[config.mk]
export PLATFORM = sky130hd
export DESIGN_NAME = rlcb_regs
export DESIGN_NICKNAME = d
export VERILOG_FILES = /design/src/verilog/rlcb_pkg.sv /design/src/verilog/rlcb_regs.sv /design/src/verilog/rlcb_reg8.sv
export SDC_FILE = /design/constraint.sdc
export NUM_CORES = 1
export LEC_CHECK = 0
export BUFFER_PORTS_ARGS = -buffer_cell sky130_fd_sc_hd__buf_2
export CAP_MARGIN = 20
export CELL_PAD_IN_SITES_DETAIL_PLACEMENT = 0
export CELL_PAD_IN_SITES_GLOBAL_PLACEMENT = 1
export CORE_UTILIZATION = 45
export CTS_CLUSTER_DIAMETER = 60
export DETAILED_ROUTE_END_ITERATION = 8
export HOLD_SLACK_MARGIN = 0.15
export PLACE_DENSITY_LB_ADDON = 0.3
export RECOVER_POWER = 25
export SETUP_SLACK_MARGIN = 0.15
export SLEW_MARGIN = 20
export SYNTH_ARGS = -nofsm -noshare
export SYNTH_HDL_FRONTEND = slang
export SYNTH_HIERARCHICAL = 1
export SYNTH_SLANG_ARGS = --single-unit
[constraint.sdc]
create_clock -name clk_sys -period 4.7 [get_ports clk_sys]
set_input_delay 0.47 -clock clk_sys [delete_from_list [all_inputs] [get_ports clk_sys]]
set_output_delay 0.47 -clock clk_sys [all_outputs]
set_load 0.01 [all_outputs]
[src/verilog/rlcb_pkg.sv]
// package: offsets, field positions, reset values and widths of the configuration and brightness register file
// ----------------------------------------------------------------------------
// ----------------------------------------------------------------------------
package rlcb_pkg;
  localparam int unsigned ADDR_W    = 8;
  localparam int unsigned DATA_W    = 8;
  localparam int unsigned MODULES   = 12;
  localparam int unsigned COLOURS   = 3;

  // ----------------------------------------------------------------------------
  // offsets
  // ----------------------------------------------------------------------------
  localparam logic [7:0] OFS_ENABLE_CFG  = 8'h00;
  localparam logic [7:0] OFS_OPTION_CFG  = 8'h01;
  localparam logic [7:0] OFS_SEL_LO      = 8'h02;
  localparam logic [7:0] OFS_SEL_HI      = 8'h03;
  localparam logic [7:0] OFS_GROUP_BRT   = 8'h04;
  localparam logic [7:0] OFS_GROUP_A     = 8'h05;
  localparam logic [7:0] OFS_GROUP_B     = 8'h06;
  localparam logic [7:0] OFS_GROUP_C     = 8'h07;
  localparam logic [7:0] OFS_MOD_BRT     = 8'h08;
  localparam logic [7:0] OFS_MOD_BRT_END = 8'h13;
  localparam logic [7:0] OFS_RED_MIX     = 8'h14;
  localparam logic [7:0] OFS_GREEN_MIX   = 8'h20;
  localparam logic [7:0] OFS_BLUE_MIX    = 8'h2c;
  localparam logic [7:0] OFS_MIX_END     = 8'h37;
  localparam logic [7:0] OFS_SOFT_RESET  = 8'h38;

  // ----------------------------------------------------------------------------
  // fields and reset values
  // ----------------------------------------------------------------------------
  localparam int unsigned BIT_CHIP_EN     = 6;
  localparam int unsigned BIT_ALL_OFF     = 0;
  localparam int unsigned BIT_MAX_CURRENT = 1;
  localparam int unsigned BIT_DITHER      = 2;
  localparam int unsigned BIT_POWER_SAVE  = 4;
  localparam int unsigned BIT_LOG_SCALE   = 5;
  localparam int unsigned BIT_PHASE_SHIFT = 7;
  localparam logic [7:0] MASK_ENABLE_CFG  = 8'h40;
  localparam logic [7:0] MASK_SEL_HI      = 8'h0f;
  localparam logic [7:0] RST_ENABLE_CFG   = 8'h00;
  localparam logic [7:0] RST_OPTION_CFG   = 8'hae;
  localparam logic [7:0] RST_SEL          = 8'h00;
  localparam logic [7:0] RST_GROUP_BRT    = 8'hff;
  localparam logic [7:0] RST_GROUP_MIX    = 8'h00;
  localparam logic [7:0] RST_MOD_BRT      = 8'hff;
  localparam logic [7:0] RST_MIX          = 8'h00;
  localparam logic [7:0] SOFT_RESET_KEY   = 8'hff;
endpackage : rlcb_pkg

[src/verilog/rlcb_regs.sv]
// module: configuration, group and brightness register file with per-module level selection
module rlcb_regs (
  input  wire logic                          clk_sys,
  input  wire logic                          resetn,
  input  wire logic                          wr_en,
  input  wire logic                          rd_en,
  input  wire logic [rlcb_pkg::ADDR_W-1:0]   addr,
  input  wire logic [rlcb_pkg::DATA_W-1:0]   wr_data,
  output logic      [rlcb_pkg::DATA_W-1:0]   rd_data_q,
  output logic                               chip_en,
  output logic                               all_outputs_off,
  output logic                               max_current_sel,
  output logic                               dither_en,
  output logic                               power_save_en,
  output logic                               log_scale_en,
  output logic                               phase_shift_en,
  output logic      [rlcb_pkg::MODULES-1:0]  module_group_sel,
  output logic      [rlcb_pkg::MODULES*8-1:0] module_brightness,
  output logic      [rlcb_pkg::MODULES*8-1:0] module_red_level,
  output logic      [rlcb_pkg::MODULES*8-1:0] module_green_level,
  output logic      [rlcb_pkg::MODULES*8-1:0] module_blue_level
);
  localparam int unsigned N = rlcb_pkg::MODULES;

  logic       soft_clr;
  logic [7:0] enable_cfg_q;
  logic [7:0] option_cfg_q;
  logic [7:0] sel_lo_q;
  logic [7:0] sel_hi_q;
  logic [7:0] group_brt_q;
  logic [7:0] group_a_q;
  logic [7:0] group_b_q;
  logic [7:0] group_c_q;
  logic [7:0] brt_q   [N];
  logic [7:0] red_q   [N];
  logic [7:0] green_q [N];
  logic [7:0] blue_q  [N];
  logic [7:0] rd_data_d;

  // ----------------------------------------------------------------------------
  // soft reset: the write itself stores nothing, the register reads back zero
  // ----------------------------------------------------------------------------
  assign soft_clr = wr_en && (addr == rlcb_pkg::OFS_SOFT_RESET) && (wr_data == rlcb_pkg::SOFT_RESET_KEY);

  // ----------------------------------------------------------------------------
  // configuration and group registers
  // ----------------------------------------------------------------------------
  rlcb_reg8 #(
    .RESET_VALUE (rlcb_pkg::RST_ENABLE_CFG),
    .WRITE_MASK  (rlcb_pkg::MASK_ENABLE_CFG)
  ) u_enable_cfg (
    .clk_sys  (clk_sys),
    .resetn   (resetn),
    .soft_clr (soft_clr),
    .wr_en    (wr_en && addr == rlcb_pkg::OFS_ENABLE_CFG),
    .wr_data  (wr_data),
    .value_q  (enable_cfg_q)
  );

  rlcb_reg8 #(
    .RESET_VALUE (rlcb_pkg::RST_OPTION_CFG),
    .WRITE_MASK  (8'hff)
  ) u_option_cfg (
    .clk_sys  (clk_sys),
    .resetn   (resetn),
    .soft_clr (soft_clr),
    .wr_en    (wr_en && addr == rlcb_pkg::OFS_OPTION_CFG),
    .wr_data  (wr_data),
    .value_q  (option_cfg_q)
  );

  rlcb_reg8 #(
    .RESET_VALUE (rlcb_pkg::RST_SEL),
    .WRITE_MASK  (8'hff)
  ) u_sel_lo (
    .clk_sys  (clk_sys),
    .resetn   (resetn),
    .soft_clr (soft_clr),
    .wr_en    (wr_en && addr == rlcb_pkg::OFS_SEL_LO),
    .wr_data  (wr_data),
    .value_q  (sel_lo_q)
  );

  rlcb_reg8 #(
    .RESET_VALUE (rlcb_pkg::RST_SEL),
    .WRITE_MASK  (rlcb_pkg::MASK_SEL_HI)
  ) u_sel_hi (
    .clk_sys  (clk_sys),
    .resetn   (resetn),
    .soft_clr (soft_clr),
    .wr_en    (wr_en && addr == rlcb_pkg::OFS_SEL_HI),
    .wr_data  (wr_data),
    .value_q  (sel_hi_q)
  );

  rlcb_reg8 #(
    .RESET_VALUE (rlcb_pkg::RST_GROUP_BRT),
    .WRITE_MASK  (8'hff)
  ) u_group_brt (
    .clk_sys  (clk_sys),
    .resetn   (resetn),
    .soft_clr (soft_clr),
    .wr_en    (wr_en && addr == rlcb_pkg::OFS_GROUP_BRT),
    .wr_data  (wr_data),
    .value_q  (group_brt_q)
  );

  rlcb_reg8 #(
    .RESET_VALUE (rlcb_pkg::RST_GROUP_MIX),
    .WRITE_MASK  (8'hff)
  ) u_group_a (
    .clk_sys  (clk_sys),
    .resetn   (resetn),
    .soft_clr (soft_clr),
    .wr_en    (wr_en && addr == rlcb_pkg::OFS_GROUP_A),
    .wr_data  (wr_data),
    .value_q  (group_a_q)
  );

  rlcb_reg8 #(
    .RESET_VALUE (rlcb_pkg::RST_GROUP_MIX),
    .WRITE_MASK  (8'hff)
  ) u_group_b (
    .clk_sys  (clk_sys),
    .resetn   (resetn),
    .soft_clr (soft_clr),
    .wr_en    (wr_en && addr == rlcb_pkg::OFS_GROUP_B),
    .wr_data  (wr_data),
    .value_q  (group_b_q)
  );

  rlcb_reg8 #(
    .RESET_VALUE (rlcb_pkg::RST_GROUP_MIX),
    .WRITE_MASK  (8'hff)
  ) u_group_c (
    .clk_sys  (clk_sys),
    .resetn   (resetn),
    .soft_clr (soft_clr),
    .wr_en    (wr_en && addr == rlcb_pkg::OFS_GROUP_C),
    .wr_data  (wr_data),
    .value_q  (group_c_q)
  );

  // ----------------------------------------------------------------------------
  // per-module brightness and colour mixing
  // ----------------------------------------------------------------------------
  for (genvar m = 0; m < N; m++)
  begin : g_module
    rlcb_reg8 #(
      .RESET_VALUE (rlcb_pkg::RST_MOD_BRT),
      .WRITE_MASK  (8'hff)
    ) u_brt (
      .clk_sys  (clk_sys),
      .resetn   (resetn),
      .soft_clr (soft_clr),
      .wr_en    (wr_en && addr == rlcb_pkg::OFS_MOD_BRT + 8'(m)),
      .wr_data  (wr_data),
      .value_q  (brt_q[m])
    );

    rlcb_reg8 #(
      .RESET_VALUE (rlcb_pkg::RST_MIX),
      .WRITE_MASK  (8'hff)
    ) u_red (
      .clk_sys  (clk_sys),
      .resetn   (resetn),
      .soft_clr (soft_clr),
      .wr_en    (wr_en && addr == rlcb_pkg::OFS_RED_MIX + 8'(m)),
      .wr_data  (wr_data),
      .value_q  (red_q[m])
    );

    rlcb_reg8 #(
      .RESET_VALUE (rlcb_pkg::RST_MIX),
      .WRITE_MASK  (8'hff)
    ) u_green (
      .clk_sys  (clk_sys),
      .resetn   (resetn),
      .soft_clr (soft_clr),
      .wr_en    (wr_en && addr == rlcb_pkg::OFS_GREEN_MIX + 8'(m)),
      .wr_data  (wr_data),
      .value_q  (green_q[m])
    );

    rlcb_reg8 #(
      .RESET_VALUE (rlcb_pkg::RST_MIX),
      .WRITE_MASK  (8'hff)
    ) u_blue (
      .clk_sys  (clk_sys),
      .resetn   (resetn),
      .soft_clr (soft_clr),
      .wr_en    (wr_en && addr == rlcb_pkg::OFS_BLUE_MIX + 8'(m)),
      .wr_data  (wr_data),
      .value_q  (blue_q[m])
    );

    // levels are the raw codes, registered from the group registers when the module's select bit is set
    always_ff @(posedge clk_sys or negedge resetn)
    begin
      if (!resetn)
      begin
        module_brightness[m*8 +: 8]  <= rlcb_pkg::RST_MOD_BRT;
        module_red_level[m*8 +: 8]   <= rlcb_pkg::RST_MIX;
        module_green_level[m*8 +: 8] <= rlcb_pkg::RST_MIX;
        module_blue_level[m*8 +: 8]  <= rlcb_pkg::RST_MIX;
      end
      else if (module_group_sel[m])
      begin
        module_brightness[m*8 +: 8]  <= group_brt_q;
        module_red_level[m*8 +: 8]   <= group_a_q;
        module_green_level[m*8 +: 8] <= group_b_q;
        module_blue_level[m*8 +: 8]  <= group_c_q;
      end
      else
      begin
        module_brightness[m*8 +: 8]  <= brt_q[m];
        module_red_level[m*8 +: 8]   <= red_q[m];
        module_green_level[m*8 +: 8] <= green_q[m];
        module_blue_level[m*8 +: 8]  <= blue_q[m];
      end
    end
  end

  // ----------------------------------------------------------------------------
  // decoded controls
  // ----------------------------------------------------------------------------
  assign chip_en          = enable_cfg_q[rlcb_pkg::BIT_CHIP_EN];
  assign all_outputs_off  = option_cfg_q[rlcb_pkg::BIT_ALL_OFF];
  assign max_current_sel  = option_cfg_q[rlcb_pkg::BIT_MAX_CURRENT];
  assign dither_en        = option_cfg_q[rlcb_pkg::BIT_DITHER];
  assign power_save_en    = option_cfg_q[rlcb_pkg::BIT_POWER_SAVE];
  assign log_scale_en     = option_cfg_q[rlcb_pkg::BIT_LOG_SCALE];
  assign phase_shift_en   = option_cfg_q[rlcb_pkg::BIT_PHASE_SHIFT];
  assign module_group_sel = {sel_hi_q[3:0], sel_lo_q};

  // ----------------------------------------------------------------------------
  // read path: unmapped and write-only offsets read zero
  // ----------------------------------------------------------------------------
  always_comb
  begin
    rd_data_d = 8'h00;
    if (addr == rlcb_pkg::OFS_ENABLE_CFG)
      rd_data_d = enable_cfg_q;
    else if (addr == rlcb_pkg::OFS_OPTION_CFG)
      rd_data_d = option_cfg_q;
    else if (addr == rlcb_pkg::OFS_SEL_LO)
      rd_data_d = sel_lo_q;
    else if (addr == rlcb_pkg::OFS_SEL_HI)
      rd_data_d = sel_hi_q;
    else if (addr == rlcb_pkg::OFS_GROUP_BRT)
      rd_data_d = group_brt_q;
    else if (addr == rlcb_pkg::OFS_GROUP_A)
      rd_data_d = group_a_q;
    else if (addr == rlcb_pkg::OFS_GROUP_B)
      rd_data_d = group_b_q;
    else if (addr == rlcb_pkg::OFS_GROUP_C)
      rd_data_d = group_c_q;
    else
    begin
      for (int i = 0; i < N; i++)
      begin
        if (addr == rlcb_pkg::OFS_MOD_BRT + 8'(i))
          rd_data_d = brt_q[i];
        if (addr == rlcb_pkg::OFS_RED_MIX + 8'(i))
          rd_data_d = red_q[i];
        if (addr == rlcb_pkg::OFS_GREEN_MIX + 8'(i))
          rd_data_d = green_q[i];
        if (addr == rlcb_pkg::OFS_BLUE_MIX + 8'(i))
          rd_data_d = blue_q[i];
      end
    end
  end

  always_ff @(posedge clk_sys or negedge resetn)
  begin
    if (!resetn)
      rd_data_q <= 8'h00;
    else if (rd_en)
      rd_data_q <= rd_data_d;
  end
endmodule // rlcb_regs

[src/verilog/rlcb_reg8.sv]
// module: one eight-bit read/write register with write mask and soft default
module rlcb_reg8 #(
  parameter logic [7:0] RESET_VALUE = 8'h00,
  parameter logic [7:0] WRITE_MASK  = 8'hff
) (
  input  wire logic       clk_sys,
  input  wire logic       resetn,
  input  wire logic       soft_clr,
  input  wire logic       wr_en,
  input  wire logic [7:0] wr_data,
  output logic      [7:0] value_q
);
  // ----------------------------------------------------------------------------
  // storage
  // ----------------------------------------------------------------------------
  always_ff @(posedge clk_sys or negedge resetn)
  begin
    if (!resetn)
      value_q <= RESET_VALUE;
    else if (soft_clr)
      value_q <= RESET_VALUE;
    else if (wr_en)
      value_q <= wr_data & WRITE_MASK; // masked bits stay zero
  end
endmodule // rlcb_reg8

== Word-level counts from Yosys, hierarchy flattened ==
Index checks and enable logic that the tools add are counted.

* Equality and inequality tests: 57
* Multiplexer cells: 216
* Reductions and logical operators: 115

{| class="wikitable"
|+ Operators with widths
! kind !! count
|-
| 8-bit two-way mux || 216
|-
| 8-bit by 6-bit equality test with 1-bit output (second input constant) || 25
|-
| 8-bit by 5-bit equality test with 1-bit output (second input constant) || 16
|-
| 2-bit nonzero test || 56
|-
| 8-bit by 4-bit equality test with 1-bit output (second input constant) || 8
|-
| 1-bit logical AND || 58
|-
| 8-bit by 3-bit equality test with 1-bit output (second input constant) || 4
|-
| 8-bit by 2-bit equality test with 1-bit output (second input constant) || 2
|-
| 8-bit by 1-bit equality test with 1-bit output (second input constant) || 1
|-
| 8-bit equality test (second input constant) || 1
|-
| 8-bit logical NOT || 1
|}

* Flip-flop bits (word level): 840
* Input port bits: 20
* Output and inout bits: 411
* Word-level logic and storage cells: 493

== Depth between registers and ports, before layout ==
* Depth after elaboration: 57
* Mapped depth: 13
* Gate-level depth less buffers: 8

== Cells and area by module ==
Netlist, hierarchy kept.

{| class="wikitable"
|+ By module, submodules not included
! module !! times used !! cells an instance !! area an instance (µm²) !! seq. area each (µm²)
|-
| rlcb_regs || 1 || 1746 || 19889.1 || 9929.5
|-
| rlcb_reg8 at g_module[0].u_blue ... || 40 || 26 || 325.3 || 200.2
|-
| rlcb_reg8 at g_module[0].u_brt ... || 13 || 26 || 352.8 || 210.2
|-
| rlcb_reg8 at u_option_cfg || 1 || 26 || 346.6 || 206.4
|-
| rlcb_reg8 at u_sel_hi || 1 || 18 || 193.9 || 100.1
|-
| rlcb_reg8 at u_enable_cfg || 1 || 11 || 95.1 || 25.0
|}

== Worst setup path before layout ==
No wires, ideal clock.

* Path kind: input to register
* Start point: in addr[2] (netlist name)
* End point: reg u_option_cfg.value_q[0]
* Library setup time: 0.129 ns
* Data arrival time: 5.659 ns
* Required time: 4.571 ns
* Setup slack: -1.088 ns
* Stages on the path: 7
* Buffers on the path: 4
* Cells stage by stage: buf_2 buf_2 buf_2 or4b_1 nor4_1 buf_1 nor2_1

* Cells in the longest elaborated chain, start to end: 4
* Elaborated cells between the ends (all ways): 7
* Classes of those cells: eq/ne (2); mux (1); reduce/logical (4)

{| class="wikitable"
|+ Ends and longest elaborated chain
! item !! RTL line !! RTL
|-
| start: declaration || rlcb_regs.sv:7 || <nowiki>input wire logic [rlcb_pkg::ADDR_W-1:0] addr,</nowiki>
|-
| 8-bit by 6-bit equality test with 1-bit output * || rlcb_regs.sv:43 || <nowiki>assign soft_clr = wr_en && (addr == rlcb_pkg::OFS_SOFT_RESET) && (wr_data == rlcb_pkg::SOFT_RESET_KEY);</nowiki>
|-
| 1-bit logical AND * (2 in a row) || rlcb_regs.sv:43 ||
|-
| net soft_clr || rlcb_regs.sv:25 || <nowiki>logic soft_clr;</nowiki>
|-
| 8-bit two-way mux / 2-bit nonzero test (equally long branches) || -- ||
|-
| end signal: assignment || rlcb_reg8.sv:23 || <nowiki>value_q <= wr_data & WRITE_MASK;</nowiki>
|-
| end: declaration || rlcb_reg8.sv:11 || <nowiki>output logic [7:0] value_q</nowiki>
|}

Mark *: on every way through the listed nets, which the timed path passes. The rest lies on a longest branch.
A chain may end at the register's enable or synchronous reset.

== Final worst setup path ==
* Start point: reg u_sel_hi.value_q[2]
* End point: out module_group_sel[10] (netlist name)

{| class="wikitable"
|+ RTL lines
! item !! RTL line !! RTL
|-
| start: declaration || rlcb_reg8.sv:11 ||
|-
| start signal: assignment || rlcb_reg8.sv:23 ||
|-
| end: declaration || rlcb_regs.sv:17 || <nowiki>output logic [rlcb_pkg::MODULES-1:0] module_group_sel,</nowiki>
|}

No word-level cell between the ends.

==> impl_metrics.yaml <==
run_status:
  status: "finished with violations"
  violations: "max-capacitance violations, max-slew violations"
synth:
  synth_top_area_share_pct: 41.0
  synth.area.top_cells: "dfrtp_1 (41%), dfstp_2 (14%), mux2_2 (11%)"
  async_flop_share_pct: 100
  syn_area_um2: 38100
  yosys_warnings: 6
  synthCells: 3179
  synth.most_common_cell: "dfrtp_1"
  synthFlopType: "dfrtp_1"
  ys_ff_latch: 829
  avgSynthCellArea_um2: 12.0
  ys_top_cells_by_count: "dfrtp_1 (624), nor2_1 (439), mux2_2 (382), mux2i_1 (329), dfstp_2 (205)"
  synth-edff-count: 0
  ys_types: 81
  yosysSeqAreaShare_pct: 55.1
  yosys.area.top_type: "dfrtp_1"
worst_setup_path:
  ff2ff_path_depth: 6
  r2r_start: "u_sel_lo/value_q[1]"
  crit_type: "register to primary output"
  crit_path_start_kind: "register"
  critPathCaptureType: "primary output"
  critPathLaunch: "u_sel_hi/value_q[2]"
  worst_ep_arrival_time_ps: 3270
  path_max_fanout: 34
  cp.required_ps: 4230
sta:
  maxSlewViolCount: 514
  period_needed_ps: 3740
  finalSetupViolCount: 0
  setup_tns_ps: 0
  max_freq_mhz: 267
  slew_headroom_pct: -93.0
  fin_worst_skew_ps: 28.4
  tightest_slew_ps: 2900
  hold_violations: 0
  worst_slack_ps: 957
  rsz0062_at_grt: "false"
  finalCritPeriodShare_pct: 79.6
power_and_ir_drop:
  p_leak_nw: 22.2
  total_power_mw: 17.0
  power.density_nw_per_um2: 381
  ir_worst_vdd_v: 0.000340
global_route:
  overflow: 0
  grt_pass1_vias: 29593
  grt_start_max_net_pins: 128
  antenna_found_initial: 19
  grt_first_pass_wirelength_mm: 241
  track_usage_pct: 40.4
clock_network:
  cts_tree: "built"
  post-cts-setup-buffers: 0
  numCtsBuffers: 91
  clockBufferDepth: 3
  cts.sinks: 829
  cts_root_buf: "clkbuf_16"
  clk_pin_slew_ps: 60
  worstSkewPairLatency_ps: 670
  cts_max_level: 3
flow_run:
  maxCapViolCount: 13
floorplanning:
  die_h_um: 293
  initial_core_util_pct: 45.6
  ios: 431
  num_rows: 106
  die-area_um2: 85900
  die_w_um: 293
  placeableCoreArea_um2: 83700
detailed_routing:
  wl_mm: 175
  drt-pass1-iter-count: 6
  wire_per_inst_um: 36.6
  drt_iter0_drc: 4371
  drtAntennaViolNets: 0
  vias: 30683
  drc: 0
  vias_per_cell: 6.40
finish:
  layout-drive-gt1-share_pct: 33.3
  syn2layout_area_growth_pct: 16.9
  nNetsFinal: 3583
worst_hold_path:
  hold_path.class: "input port to register"
  holdPathStages: 4
  hold_start: "rd_en"
placed_design:
  pre_cts_slack_ps: 691
  io_buffers: 430
  globalplace.congestion: 1.07
  dpl.hpwl_mm: 121
==> cell usage in the layout, fill, tap and decap left out, types with 93 or more instances in the layout <==
cell type / netlist / routed
dfrtp_1: 624 / 624
mux2_1: 0 / 166
buf_2: 11 / 429
nor2b_1: 110 / 110
nor2_1: 439 / 439
mux2i_1: 329 / 329
dfstp_2: 205 / 205
nand2_1: 93 / 93
clkbuf_16: 0 / 94
mux2_2: 382 / 216
buf_4: 12 / 96
==> power breakdown <==
part | internal [mW] | switching [mW] | leakage [nW]
combinational | 0.513 | 0.985 | 9.96
clock | 4.38 | 3.13 | 1.54
sequential | 7.56 | 0.401 | 10.7
==> state kept, by name, summed over array words and instances, names as in the netlist, 96 cells and up <==
signal and count:
g_module.u_blue/value_q 96, g_module.u_brt/value_q 96, g_module.u_green/value_q 96, g_module.u_red/value_q 96, module_blue_level 96, module_brightness 96
module_green_level 96, module_red_level 96
==> worst max-delay path: stages, from the launching register on <==
cell and delay, ps:
dfrtp_1 430, clkbuf_1 1750, buf_2 400
==> final cells by class <==
class                   instances  area, µm²
repair buffers                554       3180
clock inverters                41        541
inverters                       5       18.8
flip-flops and latches        829      21000
well taps                    1134       1420
diodes                         20       50.0
multi-input cells            2082      15700
fillers                      7310      39100
clock buffers                 128       2610
==> repair_timing <==
item | 4_1_cts | 5_1_grt
resized for setup | 0 | 0
hold buffers | 1 | 0
endpoints found under the hold margin | 63 | 0
==> layer usage <==
layer	part of all wire [%]	global-route usage [%]	routed length (µm)	vias up
met5	0.023	0	41	-
met4	5.3	21.1	9290	6
met3	10	8.52	18400	437
met2	44	59.5	77900	2130
met1	40	56.1	69700	15882
li1	-	-	-	12228
==> stage by stage <==
| stage | instance area [µm²] | instances | util [%] | hold slack [ps] |
|---|---|---|---|---|
| 3_5_place_dp | 41400 | 4603 | 49.5 | 510 |
| 3_3_place_gp | 41400 | 4603 | 49.5 | 503 |
| 6_report | 44500 | 4793 | 53.2 | 379 |
| 4_1_cts | 44600 | 4773 | 53.3 | 347 |
| 2_1_floorplan | 38200 | 3188 | - | 174 |
| 5_1_grt | 44500 | 4774 | 53.2 | 393 |
==> kinds of logic (layout without fill, tap and decap cells) <==
| group | after synthesis | count (layout) | share of synthesized area [%] |
|---|---|---|---|
| muxes | 711 | 711 | 19.9 |
| and+or+nand+nor | 866 | 866 | 11.0 |
| DFF | 829 | 829 | 55.1 |
| AOI/OAI and AO/OA | 494 | 494 | 9.99 |
| other | 2 | 31 | 0.0197 |
| buffers and inverters | 277 | 728 | 3.95 |
==> final timing paths <==
kind,end,slack [ps]
max,module_group_sel[10],960
min,rd_data_q[6],380
max reg2reg,rd_data_q[1],1280
min reg2reg,g_module[3].u_green/value_q[7],530
max in group asynchronous,g_module[9].u_blue/value_q[2],1580
min in group asynchronous,module_blue_level[5],1290
Note: power is estimated with default switching activity, not from simulation.
